--- src/common/pmx_params.svh ---
// Constants for the shared pad function selector: sizes, pad indices, legal masks
`ifndef PMX_PARAMS_SVH
`define PMX_PARAMS_SVH

// ****************************************
// Sizes
// ****************************************
`define PMX_NPAD 21
`define PMX_NFUNC 5
`define PMX_SEL_W 3
`define PMX_IDX_W 5
`define PMX_SEL_RESET 3'h0

// ****************************************
// Pad indices
// ****************************************
`define PMX_PAD_TWI_CLK 0
`define PMX_PAD_TWI_DATA 1
`define PMX_PAD_GP2 2
`define PMX_PAD_GP3 3
`define PMX_PAD_GP4 4
`define PMX_PAD_GP5 5
`define PMX_PAD_FL0_FIRST 6
`define PMX_PAD_FL0_LAST 9
`define PMX_PAD_FL1_FIRST 10
`define PMX_PAD_FL1_LAST 13
`define PMX_PAD_FL2_CLK 14
`define PMX_PAD_FL2_DOUT 15
`define PMX_PAD_FL2_DIN 16
`define PMX_PAD_FL2_CS 17
`define PMX_PAD_FL2_LAST 19
`define PMX_PAD_PWM1 20

// ****************************************
// Legal selection values per pad group, one bit per value
// ****************************************
`define PMX_MASK_TWI 5'h0f
`define PMX_MASK_GP23 5'h0f
`define PMX_MASK_GP45 5'h0b
`define PMX_MASK_FL01 5'h1f
`define PMX_MASK_FL2_OUT 5'h1b
`define PMX_MASK_FL2_OTHER 5'h1f
// Hold and write-protect pads of the third group stop at value two
`define PMX_MASK_FL2_CTRL 5'h07
`define PMX_MASK_PWM1 5'h1f

`endif

--- src/common/pmx_pkg.sv ---
// Types shared by the shared pad function selector
package pmx_pkg;

   // Drive offered by one function to one pad
   typedef struct packed {
      logic drive;
      logic enable;
   } pmx_pad_drive_type;

   // Boot source, in strap code order
   typedef enum logic [1:0] {
      boot_spi_nor,
      boot_spi_nand,
      boot_managed_card,
      boot_serial_nand
   } pmx_boot_type;

endpackage

--- src/hw/pmx_strap_latch.sv ---
// Strap capture at reset release: boot source and second radio die clock mode
`timescale 1ns/100ps
`include "pmx_params.svh"

module pmx_strap_latch (
   input wire logic clk,
   input wire logic sys_rst,
   input wire logic [1:0] boot_strap,
   input wire logic uart_tx_strap,
   output pmx_pkg::pmx_boot_type boot_source,
   output logic second_die_buffer_mode,
   output logic strap_valid
);

   // ****************************************
   // Capture
   // ****************************************

   // Decode of the live strap levels
   wire pmx_pkg::pmx_boot_type next_boot_source = pmx_pkg::pmx_boot_type'(boot_strap);
   wire logic next_buffer_mode = uart_tx_strap;
   wire logic take = !strap_valid;

   // First edge after release takes the straps, then they are frozen
   always_ff @(posedge clk or posedge sys_rst)
   begin
      if (sys_rst)
      begin
         boot_source <= pmx_pkg::boot_spi_nor;
         second_die_buffer_mode <= 1'b0;
         strap_valid <= 1'b0;
      end
      else if (take)
      begin
         boot_source <= next_boot_source;
         second_die_buffer_mode <= next_buffer_mode;
         strap_valid <= 1'b1;
      end
   end
endmodule

--- src/hw/pmx_pin_select.sv ---
// Shared pad function selector: per-pad selection registers, pad routing, strap capture
//
// Summary of operation
// - Each pad picks one of up to five functions
// - Two-wire pads: gpio, controller, serdes, usb3
// - First flash pads: gpio, nand, card, spi, uart
// - Second flash pads: gpio, spi, card, uarts
// - Third flash pads; value two not on clk/data-out
// - Second pwm pad: gpio, pwm, reset, offload uarts
// - Gpio pads two-five: vbus/pcie, wireless, uart; value two not on pads four/five
// - Boot strap decodes nor, nand, card, serial
// - Uart transmit strap picks crystal or buffer
`timescale 1ns/100ps
`include "pmx_params.svh"

module pmx_pin_select (
   input wire logic clk,
   input wire logic sys_rst,
   input wire logic sel_wr,
   input wire logic [`PMX_IDX_W-1:0] sel_pad,
   input wire logic [`PMX_SEL_W-1:0] sel_value,
   input wire logic [`PMX_IDX_W-1:0] sel_rd_pad,
   output logic [`PMX_SEL_W-1:0] sel_rd_value,
   output logic sel_reject,
   input wire logic [`PMX_NPAD-1:0] pad_in,
   output logic [`PMX_NPAD-1:0] pad_out,
   output logic [`PMX_NPAD-1:0] pad_oe,
   input wire pmx_pkg::pmx_pad_drive_type [`PMX_NPAD-1:0][`PMX_NFUNC-1:0] fn_drive,
   output logic [`PMX_NPAD-1:0][`PMX_NFUNC-1:0] fn_in,
   input wire logic [1:0] boot_strap,
   input wire logic uart_tx_strap,
   output pmx_pkg::pmx_boot_type boot_source,
   output logic second_die_buffer_mode,
   output logic strap_valid
);

   // ****************************************
   // Legal selections per pad
   // ****************************************

   // Returns the set of selection values that a pad offers
   function automatic logic [`PMX_NFUNC-1:0] pmx_legal_mask(input logic [`PMX_IDX_W-1:0] pad);
      logic [`PMX_NFUNC-1:0] mask;
      mask = '0;
      if (pad <= `PMX_IDX_W'(`PMX_PAD_TWI_DATA))
         mask = `PMX_MASK_TWI;
      else if (pad <= `PMX_IDX_W'(`PMX_PAD_GP3))
         mask = `PMX_MASK_GP23;
      else if (pad <= `PMX_IDX_W'(`PMX_PAD_GP5))
         mask = `PMX_MASK_GP45;
      else if (pad <= `PMX_IDX_W'(`PMX_PAD_FL0_LAST))
         mask = `PMX_MASK_FL01;
      else if (pad <= `PMX_IDX_W'(`PMX_PAD_FL1_LAST))
         mask = `PMX_MASK_FL01;
      else if (pad <= `PMX_IDX_W'(`PMX_PAD_FL2_DOUT))
         mask = `PMX_MASK_FL2_OUT;
      else if (pad <= `PMX_IDX_W'(`PMX_PAD_FL2_CS))
         mask = `PMX_MASK_FL2_OTHER;
      else if (pad <= `PMX_IDX_W'(`PMX_PAD_FL2_LAST))
         mask = `PMX_MASK_FL2_CTRL;
      else if (pad == `PMX_IDX_W'(`PMX_PAD_PWM1))
         mask = `PMX_MASK_PWM1;
      return mask;
   endfunction

   // ****************************************
   // Selection registers
   // ****************************************

   logic [`PMX_SEL_W-1:0] pad_sel [`PMX_NPAD];

   // Write check: pad must exist and offer the value
   wire logic [`PMX_NFUNC-1:0] wr_mask = pmx_legal_mask(sel_pad);
   wire logic wr_value_ok = sel_value < `PMX_SEL_W'(`PMX_NFUNC);
   wire logic wr_ok = wr_value_ok && wr_mask[sel_value[2:0] % `PMX_NFUNC];
   wire logic next_reject = sel_wr && !wr_ok;
   wire logic rd_pad_ok = sel_rd_pad < `PMX_IDX_W'(`PMX_NPAD);
   wire logic [`PMX_SEL_W-1:0] next_rd_value = rd_pad_ok ? pad_sel[sel_rd_pad] : `PMX_SEL_RESET;

   // Pads come out of reset in function zero
   always_ff @(posedge clk or posedge sys_rst)
   begin
      if (sys_rst)
      begin
         for (int p = 0; p < `PMX_NPAD; p++)
            pad_sel[p] <= `PMX_SEL_RESET;
      end
      else if (sel_wr && wr_ok)
      begin
         pad_sel[sel_pad] <= sel_value;
      end
   end

   // Readback and refusal flag
   always_ff @(posedge clk or posedge sys_rst)
   begin
      if (sys_rst)
      begin
         sel_rd_value <= `PMX_SEL_RESET;
         sel_reject <= 1'b0;
      end
      else
      begin
         sel_rd_value <= next_rd_value;
         sel_reject <= next_reject;
      end
   end

   // ****************************************
   // Pad routing
   // ****************************************

   logic [`PMX_NPAD-1:0] next_out;
   logic [`PMX_NPAD-1:0] next_oe;
   logic [`PMX_NPAD-1:0][`PMX_NFUNC-1:0] next_fn_in;

   // Selected function owns pad drive; unselected ones see zero
   // With the chip-select pad in value zero, only the gpio line drives it
   for (genvar p = 0; p < `PMX_NPAD; p++)
   begin : g_pad
      assign next_out[p] = fn_drive[p][pad_sel[p] % `PMX_NFUNC].drive;
      assign next_oe[p] = fn_drive[p][pad_sel[p] % `PMX_NFUNC].enable;
      for (genvar f = 0; f < `PMX_NFUNC; f++)
      begin : g_fn
         assign next_fn_in[p][f] = pad_in[p] && (pad_sel[p] == `PMX_SEL_W'(f));
      end
   end

   // Registered pad and function outputs
   always_ff @(posedge clk or posedge sys_rst)
   begin
      if (sys_rst)
      begin
         pad_out <= '0;
         pad_oe <= '0;
         fn_in <= '0;
      end
      else
      begin
         pad_out <= next_out;
         pad_oe <= next_oe;
         fn_in <= next_fn_in;
      end
   end

   // ****************************************
   // Strap capture
   // ****************************************

   // Boot source and die clock mode latched once after release
   pmx_strap_latch u_strap (
      .clk(clk),
      .sys_rst(sys_rst),
      .boot_strap(boot_strap),
      .uart_tx_strap(uart_tx_strap),
      .boot_source(boot_source),
      .second_die_buffer_mode(second_die_buffer_mode),
      .strap_valid(strap_valid)
   );
endmodule

--- config.mk ---
export PLATFORM = sky130hd
export DESIGN_NAME = pmx_pin_select
export DESIGN_NICKNAME = d
export VERILOG_FILES = /design/src/common/pmx_pkg.sv /design/src/hw/pmx_strap_latch.sv /design/src/hw/pmx_pin_select.sv
export VERILOG_INCLUDE_DIRS = /design/src /design/src/common
export SDC_FILE = /design/constraint.sdc
export NUM_CORES = 1
export LEC_CHECK = 0
export BUFFER_PORTS_ARGS = -buffer_cell sky130_fd_sc_hd__buf_2
export CAP_MARGIN = 15
export CORE_ASPECT_RATIO = 0.5
export CORE_UTILIZATION = 51
export CTS_CLUSTER_SIZE = 30
export DETAILED_ROUTE_END_ITERATION = 16
export PLACE_DENSITY = 0.85
export SKIP_CTS_REPAIR_TIMING = 1
export SYNTH_ARGS = -nofsm -noshare
export SYNTH_HDL_FRONTEND = slang
export SYNTH_HIERARCHICAL = 1
export SYNTH_SLANG_ARGS = --single-unit
--- constraint.sdc ---
create_clock -name clk -period 8.3 [get_ports clk]
set_input_delay 1.66 -clock clk [delete_from_list [all_inputs] [get_ports clk]]
set_output_delay 1.66 -clock clk [all_outputs]
set_load 0.01 [all_outputs]
==> After elaboration in Yosys (flattened, before gate mapping) <==
Cells that the tools add are included.
{ "totals": {"ff_bits": 218, "inputBits": 250, "output_inout_bits": 155, "wordCells": 384} }
{ "op_classes": {"div": 22, "magnitude_cmp": 35, "n_eq_ne": 85, "muxes": 60, "bitwise_logic": 2, "reduce_logical": 131} }
{ "op_table": {"columns": ["operator", "n"], "rows": [
  ["32-bit by 4-bit less-than comparator with 1-bit output (second input constant)", 22],
  ["3-bit by 3-bit modulo with 32-bit output (second input constant)", 22],
  ["2-bit binary-select mux with 3-bit select", 21],
  ["3-bit by 2-bit == test with 1-bit output (second input constant)", 42],
  ["1-bit logical AND", 109],
  ["63-bit bitwise mux", 1],
  ["3-bit by 1-bit == test with 1-bit output (second input constant)", 21],
  ["3-bit == test (second input constant)", 21],
  ["3-bit zero test", 21],
  ["5-bit two-way mux", 9],
  ["2-bit two-way mux", 21],
  ["3-bit binary-select mux with 5-bit select", 1],
  ["3-bit demux with 5-bit select", 1],
  ["5-bit by 4-bit <= comparator with 1-bit output (second input constant)", 3],
  ["6-bit >= comparator (second input constant)", 2],
  ["3-bit two-way mux", 4],
  ["5-bit inverter with 6-bit output", 2],
  ["5-bit <= comparator (second input constant)", 2],
  ["6-bit by 1-bit less-than comparator with 1-bit output (second input constant)", 1],
  ["5-bit == test (second input constant)", 1],
  ["5-bit by 1-bit <= comparator with 1-bit output (second input constant)", 1],
  ["5-bit by 2-bit <= comparator with 1-bit output (second input constant)", 1],
  ["5-bit by 3-bit <= comparator with 1-bit output (second input constant)", 1],
  ["5-bit less-than comparator (second input constant)", 1],
  ["4 further kinds", 4]
]} }

==> Depth between registers and ports, before layout <==
Gate-level depths: netlist of run 1.
{ "depth": {"ltp_word": 15, "ltp_mapped": 12, "depth_no_buf": 10} }

==> By module <==
Netlist of run 1, hierarchy kept.
{ "by_module_without_submodules": {"columns": ["mod", "n_inst", "cells_per_inst", "area_each_um2", "seq_area_each_um2"], "rows": [
  ["pmx_pin_select", 1, 1020, 11910.2, 5355.1],
  ["pmx_strap_latch", 1, 9, 141.4, 100.1]
]} }

==> Least setup slack after synthesis of run 1 <==
Ideal clock, no wire load.
{ "synth_timing": {"kind": "input to register", "start": "input port sel_value[0]", "end": "register pad_sel[26] (netlist bit)", "setup_time_ns": 0.125, "arrival_ns": 4.157, "t_required_ns": 8.175, "slack_ns": 4.018, "cell_stages": 11, "n_path_buf": 1, "cell_sequence": "inv_1 -> clkbuf_1 -> ha_1 -> inv_1 -> ha_1 -> a21oi_2 -> xnor2_1 -> a311o_1 -> o32ai_4 -> or4b_4 -> mux2_4"} }
{ "synth_via": {"elab_chain_cells": 5, "elab_cells_between_ends": 6, "cone_classes": "1 x div; 1 x order compare; 2 x mux; 2 x reduce/logical"} }
{ "synth_lines": {"columns": ["element", "line", "rtl"], "rows": [
  ["from (decl)", "pmx_pin_select.sv:21", "input wire logic [`PMX_SEL_W-1:0] sel_value,"],
  ["3-bit by 3-bit modulo with 32-bit output (no line)", null, null],
  ["1-bit binary-select mux with 3-bit select", "pmx_pin_select.sv:75", "wire logic wr_ok = wr_value_ok && wr_mask[sel_value[2:0] % `PMX_NFUNC];"],
  ["1-bit two-way mux", "pmx_pin_select.sv:75", null],
  ["1-bit logical AND *", "pmx_pin_select.sv:75", null],
  ["1-bit logical AND *", "pmx_pin_select.sv:88", "else if (sel_wr && wr_ok)"],
  ["to (signal, indexed assignment)", "pmx_pin_select.sv:86", "pad_sel[p] <= `PMX_SEL_RESET;"],
  ["to (signal, indexed assignment)", "pmx_pin_select.sv:90", "pad_sel[sel_pad] <= sel_value;"],
  ["to (decl)", "pmx_pin_select.sv:70", "logic [`PMX_SEL_W-1:0] pad_sel [`PMX_NPAD];"]
]} }
Mark *: on every way between the ends. The rest lies on a longest branch, timed or not. The select of a mux whose other input is x is not followed.
A chain may end at the register's enable or synchronous reset.

==> Worst setup path after layout of run 1 <==
Ends and elaborated chain as after synthesis.

==> results.md, run 1 <==
- Simple-Gate Fraction of Synth Area: 12.1%
- Period utilization: 58.7%
- Post-synth ARST share: 100%
- Area contributors post-synth: dfrtp_1, ha_1, mux4_2
- Largest family of logic cells by synthesized area: multiplexers
- GR Overflow Total: 0
- Post-synthesis mux area share: 17.4%
- RSZ-0062 raised after global routing: false
- Crit path capture type: flip-flop
- Final WS setup: 3.43 ns
- CTS clk-pin slew, worst paths: 0.06 ns
- Fin. max-slew vios: 0
- Adder-Cell Fraction of Synth Area: 12.6%
- H-tree depth: 1
- Via Count: 9,538
- Status: complete, no violations
- WS Path Type: in -> reg
- Register-to-register path setup slack: 5.75 ns
- Min-delay src: u_strap/boot_source[0]
- R2r endpoint: pad_out[19]
- Arrival time at the worst endpoint: 5.27 ns
- # DRC: 0
- Synth cell types: 44
- Worst r2r path cells: 9
- Placer Congestion: 0.928
- CP startpoint: sel_value[0]
- Setup TNS: 0 ns
- Syn Inst Count: 1,029
- DR iter-0 viols: 668
- CTS tree: yes
- Ports: 405
- Buffers on Ports: 404
- Peak VDD IR: 0.000150 V
- Warnings from Yosys: 6
- Layout cells sized above 1: 36.2%
- Final setup viols: 0
- Number of global-route vias before repair: 10,000
- Synth Flop Type: dfrtp_1
- Die ar.: 24,300 µm²
- Post-synth net total: 1,400
- Routed length per instance: 18.8 µm
- Synth Cell Area: 12,100 µm²
- Crit path max fanout: 24
- Initial antenna violation count: 3
- Global-route wire length before repair: 51.5 mm
- Post-layout min period: 4.87 ns
- Placement Setup Slack: 2.90 ns
- Area growth syn-to-layout: 25.4%
- Maximum number of pins on one net before global-route repair: 144
- Hold Crit Class: reg -> reg
- Clock Latency Late Sink: 0.51 ns
- Synth Area in XOR/XNOR: 1.60%
- Total Wirelength: 33.2 mm
- Measured slew at the worst slew-check pin: 1.00 ns
- Nets: 1,812
- Post-DRT Antenna Nets: 0
- Clk sinks: 218
- Fillers: 1,712
- Num CTS Buffers: 21
- Max Root-Sink Buffers: 3
- EDFF count, synth: 0
- Worst hold path endpoint: u_strap/boot_source[0]
- Die X: 219 µm
- Die height: 111 µm
- Clock Skews: 0.0104 ns
- Core area: 23,000 µm²
- Estimated wirelength of the detail-placed design: 25.8 mm
- Avg Vias per Cell: 5.41
- Max-cap violations: 0
- Slew margin rel.: 33.0%
- Startpoint types: input pin
- Sequential element share of the synthesized area: 45.3%
- DRT Pass-1 Iters: 5
- Hold Crit Depth: 1
- Fmax: 205 MHz
- Starting Density: 52.4%
- Pwr Density: 212 nW/µm²
- Compound-Gate Fraction of Synth Area: 8.00%
- Synth area leader: dfrtp_1
- #FFs+latches synth: 218
- Hold Vio Cnt, Final: 0
- Data required, critical path: 8.69 ns
- Syn avg cell area: 11.7 µm²
- Root Buffer: clkbuf_16
- GRT Total Usage: 27.3%
- Top cell type's share of synthesized area: 45.3%
- Worst r2r src: pad_sel[3]
- Rows: 39
- Leak: 8.13 nW
registers in the layout, summed over array words and instances (netlist names):
register / flops
fn_in: 105
pad_sel: 63
pad_oe: 21
pad_out: 21
sel_rd_value: 3
u_strap/boot_source: 2
sel_reject: 1
u_strap/second_die_buffer_mode: 1
u_strap/strap_valid: 1
worst max-delay path, stage by stage:
cell and delay [ns]:
buf_2 0.14, inv_1 0.73, ha_1 0.27, inv_1 0.05, ha_1 0.22, a21oi_2 0.22, xnor2_1 0.09, a311o_1 0.44
o32ai_4 0.53, or4b_4 0.60, mux2_4 0.31
cell usage after synthesis, types with 2 or more instances:
library cell    n
nand3b_1        2
nand2b_1        3
xnor2_1        22
mux2i_1        52
inv_1          80
nor2b_1        24
and3_1         21
nand4_1         4
clkbuf_1       14
a21boi_0        8
dfrtp_1       218
nand2_1        81
nor2_1         54
o21ai_0        55
a22o_1         16
mux2_2         23
ha_1          121
a31oi_1         5
o22ai_1        14
and2_1         86
nor3_1          3
o2111ai_1       8
mux4_2         58
nor3b_2         2
a211o_1         2
a21oi_1        35
stage by stage:
| step | util [%] | total power (W) | area [µm²] | std cells | hold WS, ns |
|---|---|---|---|---|---|
| final | 65.7 | 0.00320 | 15100 | 1764 | 0.508 |
| after global routing | 65.7 | 0.00337 | 15100 | 1764 | 0.530 |
| after CTS | 65.7 | 0.00322 | 15100 | 1761 | 0.510 |
| after detailed placement | 62.7 | 0.00223 | 14400 | 1725 | 0.496 |
| after global placement | 62.7 | 0.00219 | 14400 | 1725 | 0.487 |
| after floorplan | - | 0.00189 | 12100 | 1029 | 0.550 |
power breakdown:
| part | internal, W | leakage (nW) | total [W] | switching (W) |
|---|---|---|---|---|
| registers | 0.00121 | 2.71 | 0.00132 | 0.000107 |
| clock network | 0.000571 | 0.343 | 0.000983 | 0.000412 |
| logic | 0.000421 | 5.08 | 0.000901 | 0.000480 |
cell type report:
class | count | area [µm²] | area share (%)
clock inverter | 6 | 80.1 | 0.530
tap | 307 | 384 | 2.54
timing repair buffer | 405 | 2030 | 13.4
clock buffer | 30 | 609 | 4.03
sequential | 218 | 5460 | 36.1
antenna | 3 | 7.51 | 0.0497
inverter | 80 | 308 | 2.04
multi-input combinational | 715 | 6230 | 41.3
cell families after synthesis:
group,Yosys count
other,1
DFF,218
and+or+nand+nor,284
adders and majority gates,121
xor gates and xnor gates,22
buffers and inverters,96
AOI/OAI and AO/OA,153
muxes,134
cells in the final DEF (no fill, tap or decap), types with 4 or more instances in the layout:
master / synthesis / routed
mux2_2: 23 / 23
inv_1: 80 / 79
nor2b_1: 24 / 24
mux4_2: 58 / 58
o2111ai_1: 8 / 8
mux2i_1: 52 / 52
a21oi_1: 35 / 35
clkbuf_16: 0 / 21
buf_2: 1 / 404
o22ai_1: 14 / 14
clkbuf_1: 14 / 4
and3_1: 21 / 21
nand2_1: 81 / 81
a21boi_0: 8 / 8
nor2_1: 54 / 54
ha_1: 121 / 121
clkinv_2: 0 / 4
clkbuf_8: 0 / 5
xnor2_1: 22 / 22
o21ai_0: 55 / 55
nand4_1: 4 / 4
dfrtp_1: 218 / 218
a31oi_1: 5 / 5
a22o_1: 16 / 16
and2_1: 86 / 86
metal layers:
layer	wire length, µm	global-route usage, %	share of wire (%)	up-vias
li1	-	-	-	4410
met1	13900	35.1	42	4712
met2	16400	46.5	49	331
met3	1790	4.55	5.4	85
met4	1110	9.81	3.3	0
met5	0	0	0	-
worst max-delay path by stage:
| stage | to | slack [ns] | cells past startpoint |
|---|---|---|---|
| after floorplan | fn_in[0] | 0.79 | 1 |
| after global placement | pad_sel[26] | 2.88 | 11 |
| after detailed placement | pad_sel[26] | 2.90 | 11 |
| after CTS | pad_sel[26] | 3.46 | 11 |
| after global routing | pad_sel[26] | 3.21 | 11 |
| final | pad_sel[26] | 3.43 | 11 |
Power figures use the tool's default switching activity.
==> run 2, diff against run 1 <==
CORE_UTILIZATION = 46   (was 51)
PLACE_DENSITY = 0.81   (was 0.85)
clock period = 4.2 ns   (was 8.3 ns; I/O delays follow)
==> run 2 against run 1 <==
  * Highest routed layer unchanged
  * Sequential power is 98% higher
  * Count of clock-buffer cells in the layout is 6 lower
  * Final cell count is 2.4% higher
  * Worst setup slack worse by 2.3 ns
  * Global-route usage is 2.5 points lower
  * Worst hold slack worse by 0.27 ns
  * Critical endpoint unchanged
  * Register-to-register slack worse by 4.0 ns
  * Utilization is 5.9 points lower
  * First-iteration DRC count is 22% lower
  * Critical path depth is 1 lower
  * Critical path type unchanged
==> results.md, run 2 (synthesis gave the netlist of run 1 again) <==
- Status: complete, no violations
- Leading cell type in the layout, fill and taps excluded: buf_2
- Worst r2r src: pad_sel[30]
- Number of global-route vias before repair: 9,675 (-3.6%)
- Post-layout min period: 3.09 ns
- Hold Vio Cnt, Final: 0 (unchanged)
- CP max stage delay: 0.58 ns (-0.15 ns)
- Fillers: 2,069 (+21%)
- Arrival time at the worst endpoint: 3.50 ns (-1.77 ns)
- Clk sinks: 218 (unchanged)
- Total Wirelength: 33.9 mm (+2.2%)
- H-tree depth: 1 (unchanged)
- Most frequent cells in the layout: buf_2, dfrtp_1, ha_1
- Avg Vias per Cell: 5.27 (-2.6%)
- Post-DRT Antenna Nets: 0 (unchanged)
- Startpoint types: input pin
- Num CTS Buffers: 21 (unchanged)
- Internal Pwr Total: 0.00434 W (+97%)
- Psw: 0.00202 W (+100%)
- Measured slew at the worst slew-check pin: 0.603 ns (-0.400 ns)
- DR iter-0 viols: 522 (-22%)
- Clock Power Share: 30.7% (about the same)
- Buffers on Ports: 404 (unchanged)
- CTS tree: yes
- Worst path depth: 10 (-1)
- Die height: 116 µm (+5.2%)
- Worst r2r path cells: 9 (unchanged)
- CP Cell Sequence: buf_2, inv_1, buf_4, ha_1, a21oi_2, xnor2_1, a311o_1, o32ai_4, or4b_4, mux2_4
- Rows: 41 (+5.1%)
- # DRC: 0 (unchanged)
- Reg power frac: 41.0% (-0.2 points)
- Initial antenna violation count: 1 (-2)
- Crit path max fanout: 13 (-46%)
- Clock Latency Late Sink: 0.52 ns (about the same)
- Crit path capture type: flip-flop
- Pwr Density: 418 nW/µm² (+97%)
- Final setup viols: 0 (unchanged)
- Max-cap violations: 0 (unchanged)
- Combinational power share: 28.3% (+0.2 points)
- Largest registers: fn_in x105, pad_sel x63
- Starting Density: 47.4% (-5.1 points)
- Slowest stage cell, crit path: or4b_4
- Peak VDD IR: 0.000242 V (+62%)
- Die ar.: 26,900 µm² (+11%)
- Placed cell count: 1,769 (+2.6%)
- Crit path max-delay family: compound AO/OA/AOI/OAI gates
- CTS clk-pin slew, worst paths: 0.07 ns (about the same)
- Fin. max-slew vios: 0 (unchanged)
- Placer Congestion: 0.912 (-1.7%)
- Slew margin rel.: 59.8% (+27 points)
- Routed length per instance: 18.8 µm (-0.22%)
- GRT Total Usage: 24.7% (-2.5 points)
- Max Root-Sink Buffers: 3 (unchanged)
- R2r endpoint: pad_out[10]
- Hold Crit Class: in -> async
- Final std cells w/o fill: 1,807 (+2.4%)
- DRT Pass-1 Iters: 4 (-1)
- Clock Skews: 0.0103 ns (-0.000102 ns)
- Register-to-register path setup slack: 1.72 ns (-4.03 ns)
- Setup TNS: 0 ns (unchanged)
- WS Path Type: in -> reg
- Biggest register: fn_in
- GR Overflow Total: 0 (unchanged)
- Max reg flops: 105 (unchanged)
- Buf/Inv on CP: 3 (unchanged)
- CP startpoint: sel_value[1]
- Switching share of power: 31.8% (+0.58 points)
- Ports: 405 (unchanged)
- Fmax: 323 MHz
- Estimated wirelength of the detail-placed design: 26.3 mm (+2.1%)
- Via Count: 9,519 (-0.20%)
- Global-route wire length before repair: 51.9 mm (+0.66%)
- RSZ-0062 raised after global routing: false
- Core area: 25,400 µm² (+11%)
- Maximum number of pins on one net before global-route repair: 99 (-31%)
- Data required, critical path: 4.61 ns (-4.08 ns)
- Root Buffer: clkbuf_16
- Layout cells sized above 1: 36.6% (+0.42 points)
- Period utilization: 73.6%
- Area growth syn-to-layout: 26.3%
- Die X: 231 µm (+5.2%)
- Nets: 1,819 (+0.39%)
- Leak: 8.16 nW (+0.37%)
==> run 2: cell count changes in the layout (fill, tap and decap cells not counted), sizes merged <==
cell      before  now
buf          405  412
clkbuf        30   24
diode          3    1
bufinv         2    3
clkinv         4    8
clkinvlp       0    3
inv           80   79
==> run 2: how the worst max path moves through the flow <==
stage | slack, ns | end
floorplan | 0.58 | fn_in[0]
global placement | 0.56 | pad_sel[26]
detailed placement | 0.58 | pad_sel[26]
CTS | 1.12 | pad_sel[26]
global route | 0.94 | pad_sel[50]
finish | 1.11 | pad_sel[26]
==> run 2: power groups by stage <==
stage / Combinational (W) / Clock (W) / Sequential [W]
floorplan: 0.00104 / 0 / 0.00270
global placement: 0.00172 / 0 / 0.00263
detailed placement: 0.00179 / 0 / 0.00264
CTS: 0.00180 / 0.00199 / 0.00260
global route: 0.00198 / 0.00208 / 0.00264
finish: 0.00180 / 0.00195 / 0.00261
==> run 2: layout make-up <==
type	instances	area, µm²	share of cell area [%]
diodes	1	2.50	0.0164
clock buffers	24	537	3.53
inverters	80	304	2.00
repair buffers	412	2110	13.8
multi-input cells	715	6230	41.0
well taps	344	430	2.83
clock inverters	13	149	0.978
flip-flops and latches	218	5460	35.8
==> run 2: routing by layer <==
| layer | track usage, % | part of all wire, % | wire length, µm |
|---|---|---|---|
| met1 | 32.4 | 43 | 14500 |
| met2 | 42.2 | 49 | 16700 |
| met3 | 4.35 | 5.0 | 1710 |
| met4 | 8.39 | 3.2 | 1080 |
| met5 | 0 | 0 | 0 |
==> run 2: per-stage QoR <==
step | total power, W | cell area, µm² | setup slack, ns | hold WS, ns | utilization [%]
floorplan | 0.00374 | 12100 | 0.576 | 0.550 | -
global placement | 0.00435 | 14500 | 0.558 | 0.485 | 57.1
detailed placement | 0.00443 | 14500 | 0.577 | 0.498 | 57.1
CTS | 0.00640 | 15200 | 1.12 | 0.223 | 59.8
global route | 0.00670 | 15200 | 0.945 | 0.234 | 59.8
finish | 0.00636 | 15200 | 1.11 | 0.234 | 59.8
==> run 3, diff against run 2 <==
ABC_AREA = 1   (was not set)
CORE_UTILIZATION = 52   (was 46)
PLACE_DENSITY = 0.85   (was 0.81)
clock period = 3 ns   (was 4.2 ns; I/O delays follow)
==> run 3 against run 2 <==
  * Count of clock-buffer cells in the layout increased by 3
  * Worst setup slack worse by 0.55 ns
  * Final area increased by 3.2%
  * Via count increased by 31%
  * Largest power group unchanged
  * Area after synthesis rose by 5.2%
  * Register-to-register slack got worse by 1.2 ns
==> results.md, run 3 <==
- Crit path max-delay family: compound AO/OA/AOI/OAI gates
- Initial antenna violation count: 2 (+1)
- Rows: 39 (-4.9%)
- Register area: 5460 µm² (unchanged)
- Number of global-route vias before repair: 11,800 (+22%)
- Synth Area in XOR/XNOR: 0% (-1.6 points)
- Arrival time at the worst endpoint: 2.87 ns (-0.63 ns)
- Compound-Gate Fraction of Synth Area: 5.91% (-2.1 points)
- Combinational power share: 26.8% (-1.5 points)
- Biggest register: fn_in
- Area contributors post-synth: dfrtp_1, nand2_1, ha_1
- Post-synth net total: 2,034 (+45%)
- Measured slew at the worst slew-check pin: 0.775 ns (+0.172 ns)
- Clock Power Share: 30.8% (about the same)
- Ports: 405 (unchanged)
- Synth cell types: 27 (-39%)
- Routed length per instance: 14.9 µm (-21%)
- #FFs+latches synth: 218 (unchanged)
- Die ar.: 25,000 µm² (-6.9%)
- Post-synth ARST share: 100% (unchanged)
- Max-cap violations: 0 (unchanged)
- GRT Total Usage: 28.8% (+4.0 points)
- CTS tree: yes
- Buffers on Ports: 404 (unchanged)
- Via Count: 12,500 (+31%)
- Post-route cell area: 15,700 µm² (+3.2%)
- Hold Vio Cnt, Final: 0 (unchanged)
- Clock Latency Late Sink: 0.52 ns (about the same)
- CP max stage delay: 0.50 ns (-0.08 ns)
- Layout cells sized above 1: 23.2% (-13 points)
- Max reg flops: 105 (unchanged)
- Simple-Gate Fraction of Synth Area: 31.9% (+20 points)
- Syn Inst Count: 1,663 (+62%)
- Clock Skews: 0.0166 ns (+0.00633 ns)
- Synth Cell Area: 12,700 µm² (+5.2%)
- Reg power frac: 42.4% (+1.4 points)
- Post-layout min period: 2.44 ns
- Largest family of logic cells by synthesized area: simple AND/OR/NAND/NOR gates
- Die height: 112 µm (-3.5%)
- Leak: 9.08 nW (+11%)
- Starting Density: 54.2% (+6.9 points)
- Placer Congestion: 0.933 (+2.3%)
- Peak VDD IR: 0.000286 V (+18%)
- Psw: 0.00289 W (+43%)
- Maximum number of pins on one net before global-route repair: 115 (+16%)
- Hold Crit Class: in -> reg
- Nets: 2,435 (+34%)
- Avg Vias per Cell: 5.23 (-0.69%)
- Root Buffer: clkbuf_16
- Setup TNS: 0 ns (unchanged)
- Placed inst area: 15,000 µm² (+3.4%)
- Estimated wirelength of the detail-placed design: 27.1 mm (+3.1%)
- Startpoint types: flip-flop
- Final setup viols: 0 (unchanged)
- Num CTS Buffers: 21 (unchanged)
- CTS clk-pin slew, worst paths: 0.07 ns (about the same)
- Switching share of power: 33.9% (+2.1 points)
- CP Cell Sequence: inv_1, ha_1, inv_1, ha_1, a21oi_1, inv_1, o21ai_0, inv_1, nand3_1, nand3_1, nand2_1
- Period utilization: 81.3%
- Slowest stage cell, crit path: o21ai_0
- EDFF count, synth: 0 (unchanged)
- Syn avg cell area: 7.62 µm² (-35%)
- Most numerous cell in the Yosys netlist: nand2_1
- Footprint of the multi-input gates: 6310 µm² (+1.2%)
- Adder-Cell Fraction of Synth Area: 11.9% (-0.62 points)
- Top cell type's share of synthesized area: 43.0% (-2.2 points)
- Largest registers: fn_in x105, pad_sel x63
- RSZ-0062 raised after global routing: false
- Crit path max fanout: 6 (-7)
- Leading cell type in the layout, fill and taps excluded: nand2_1
- Max Root-Sink Buffers: 3 (unchanged)
- Clk sinks: 218 (unchanged)
- Global-route wire length before repair: 57.8 mm (+11%)
- Buf/Inv on CP: 4 (+1)
- Synth area leader: dfrtp_1
- Area growth syn-to-layout: 24.0%
- Internal Pwr Total: 0.00565 W (+30%)
- Core area: 23,400 µm² (-8.1%)
- Post-synth top cells: nand2_1, nand3_1, dfrtp_1, inv_1, nor2_1
- Synth Flop Type: dfrtp_1
- Fmax: 410 MHz
- H-tree depth: 1 (unchanged)
- Post-synthesis mux area share: 0% (-17 points)
- Most used cell, CP: inv_1
- # DRC: 0 (unchanged)
- Fin util: 67.2% (+7.4 points)
- Total Wirelength: 35.5 mm (+4.8%)
- GR Overflow Total: 0 (unchanged)
- Slew margin rel.: 48.3% (-12 points)
- Sequential element share of the synthesized area: 43.0% (-2.2 points)
- Fin. max-slew vios: 0 (unchanged)
- Crit path capture type: flip-flop
- WS Path Type: reg -> reg
- Fillers: 1,975 (-4.5%)
- DR iter-0 viols: 1,033 (+98%)
- DRT Pass-1 Iters: 7 (+3)
- Pwr Density: 544 nW/µm² (+30%)
- Most frequent cells in the layout: nand2_1, buf_2, nand3_1
- Data required, critical path: 3.43 ns (-1.18 ns)
- Die X: 223 µm (-3.5%)
- Warnings from Yosys: 6 (unchanged)
- Post-DRT Antenna Nets: 0 (unchanged)
- Status: complete, no violations
-- run 3: metrics by stage --
stage	hold WS (ns)	cells	power [W]	setup slack, ns
floorplan	0.366	1663	0.00502	-0.384
global placement	0.459	2347	0.00587	0.450
detailed placement	0.478	2347	0.00594	0.344
CTS	-0.0165	2384	0.00856	0.671
global route	0.279	2386	0.00908	0.375
finish	0.285	2386	0.00854	0.560
-- run 3: final cells by class --
| cell class | instances | share of cell area [%] |
|---|---|---|
| multi-input combinational | 1218 | 40.2 |
| inverter | 186 | 4.47 |
| antenna | 1 | 0.0159 |
| sequential | 218 | 34.7 |
| timing repair buffer | 419 | 13.9 |
| clock buffer | 27 | 3.68 |
| tap | 307 | 2.45 |
| clock inverter | 10 | 0.565 |
-- run 3: layer usage --
| metal | up-vias | part of all wire (%) | track usage, % |
|---|---|---|---|
| met5 | - | 0.037 | 0 |
| met3 | 75 | 8.5 | 6.78 |
| li1 | 6134 | - | - |
| met2 | 509 | 45 | 46.7 |
| met1 | 5762 | 44 | 38.9 |
| met4 | 2 | 2.3 | 7.36 |
-- run 3: kinds of logic (layout without fill, tap and decap cells) --
| group | Yosys count | count (layout) |
|---|---|---|
| other cells | 1 | 2 |
| fa+ha+maj | 121 | 121 |
| compound gates | 141 | 141 |
| buf+inv | 227 | 642 |
| flops | 218 | 218 |
| simple gates | 955 | 955 |
-- run 3: path summary, 6_finish.rpt --
path	start	to	slack [ns]	cells after the start
worst max register to register	pad_sel[51]	pad_out[3]	0.56	11
worst max-delay path	pad_sel[51]	pad_out[3]	0.56	11
worst min register to register	u_strap/boot_source[0]	u_strap/boot_source[0]	0.50	2
worst min-delay path	sel_rd_pad[4]	sel_rd_value[2]	0.28	2
max in group asynchronous	sys_rst	fn_in[37]	1.66	4
min in group asynchronous	sys_rst	u_strap/second_die_buffer_mode	0.55	3
-- run 3: power by group through the flow --
stage / registers (W) / logic (W) / clock network (W)
finish: 0.00362 / 0.00229 / 0.00263
global route: 0.00367 / 0.00261 / 0.00280
CTS: 0.00362 / 0.00228 / 0.00266
detailed placement: 0.00367 / 0.00227 / 0
global placement: 0.00366 / 0.00221 / 0
floorplan: 0.00373 / 0.00129 / 0
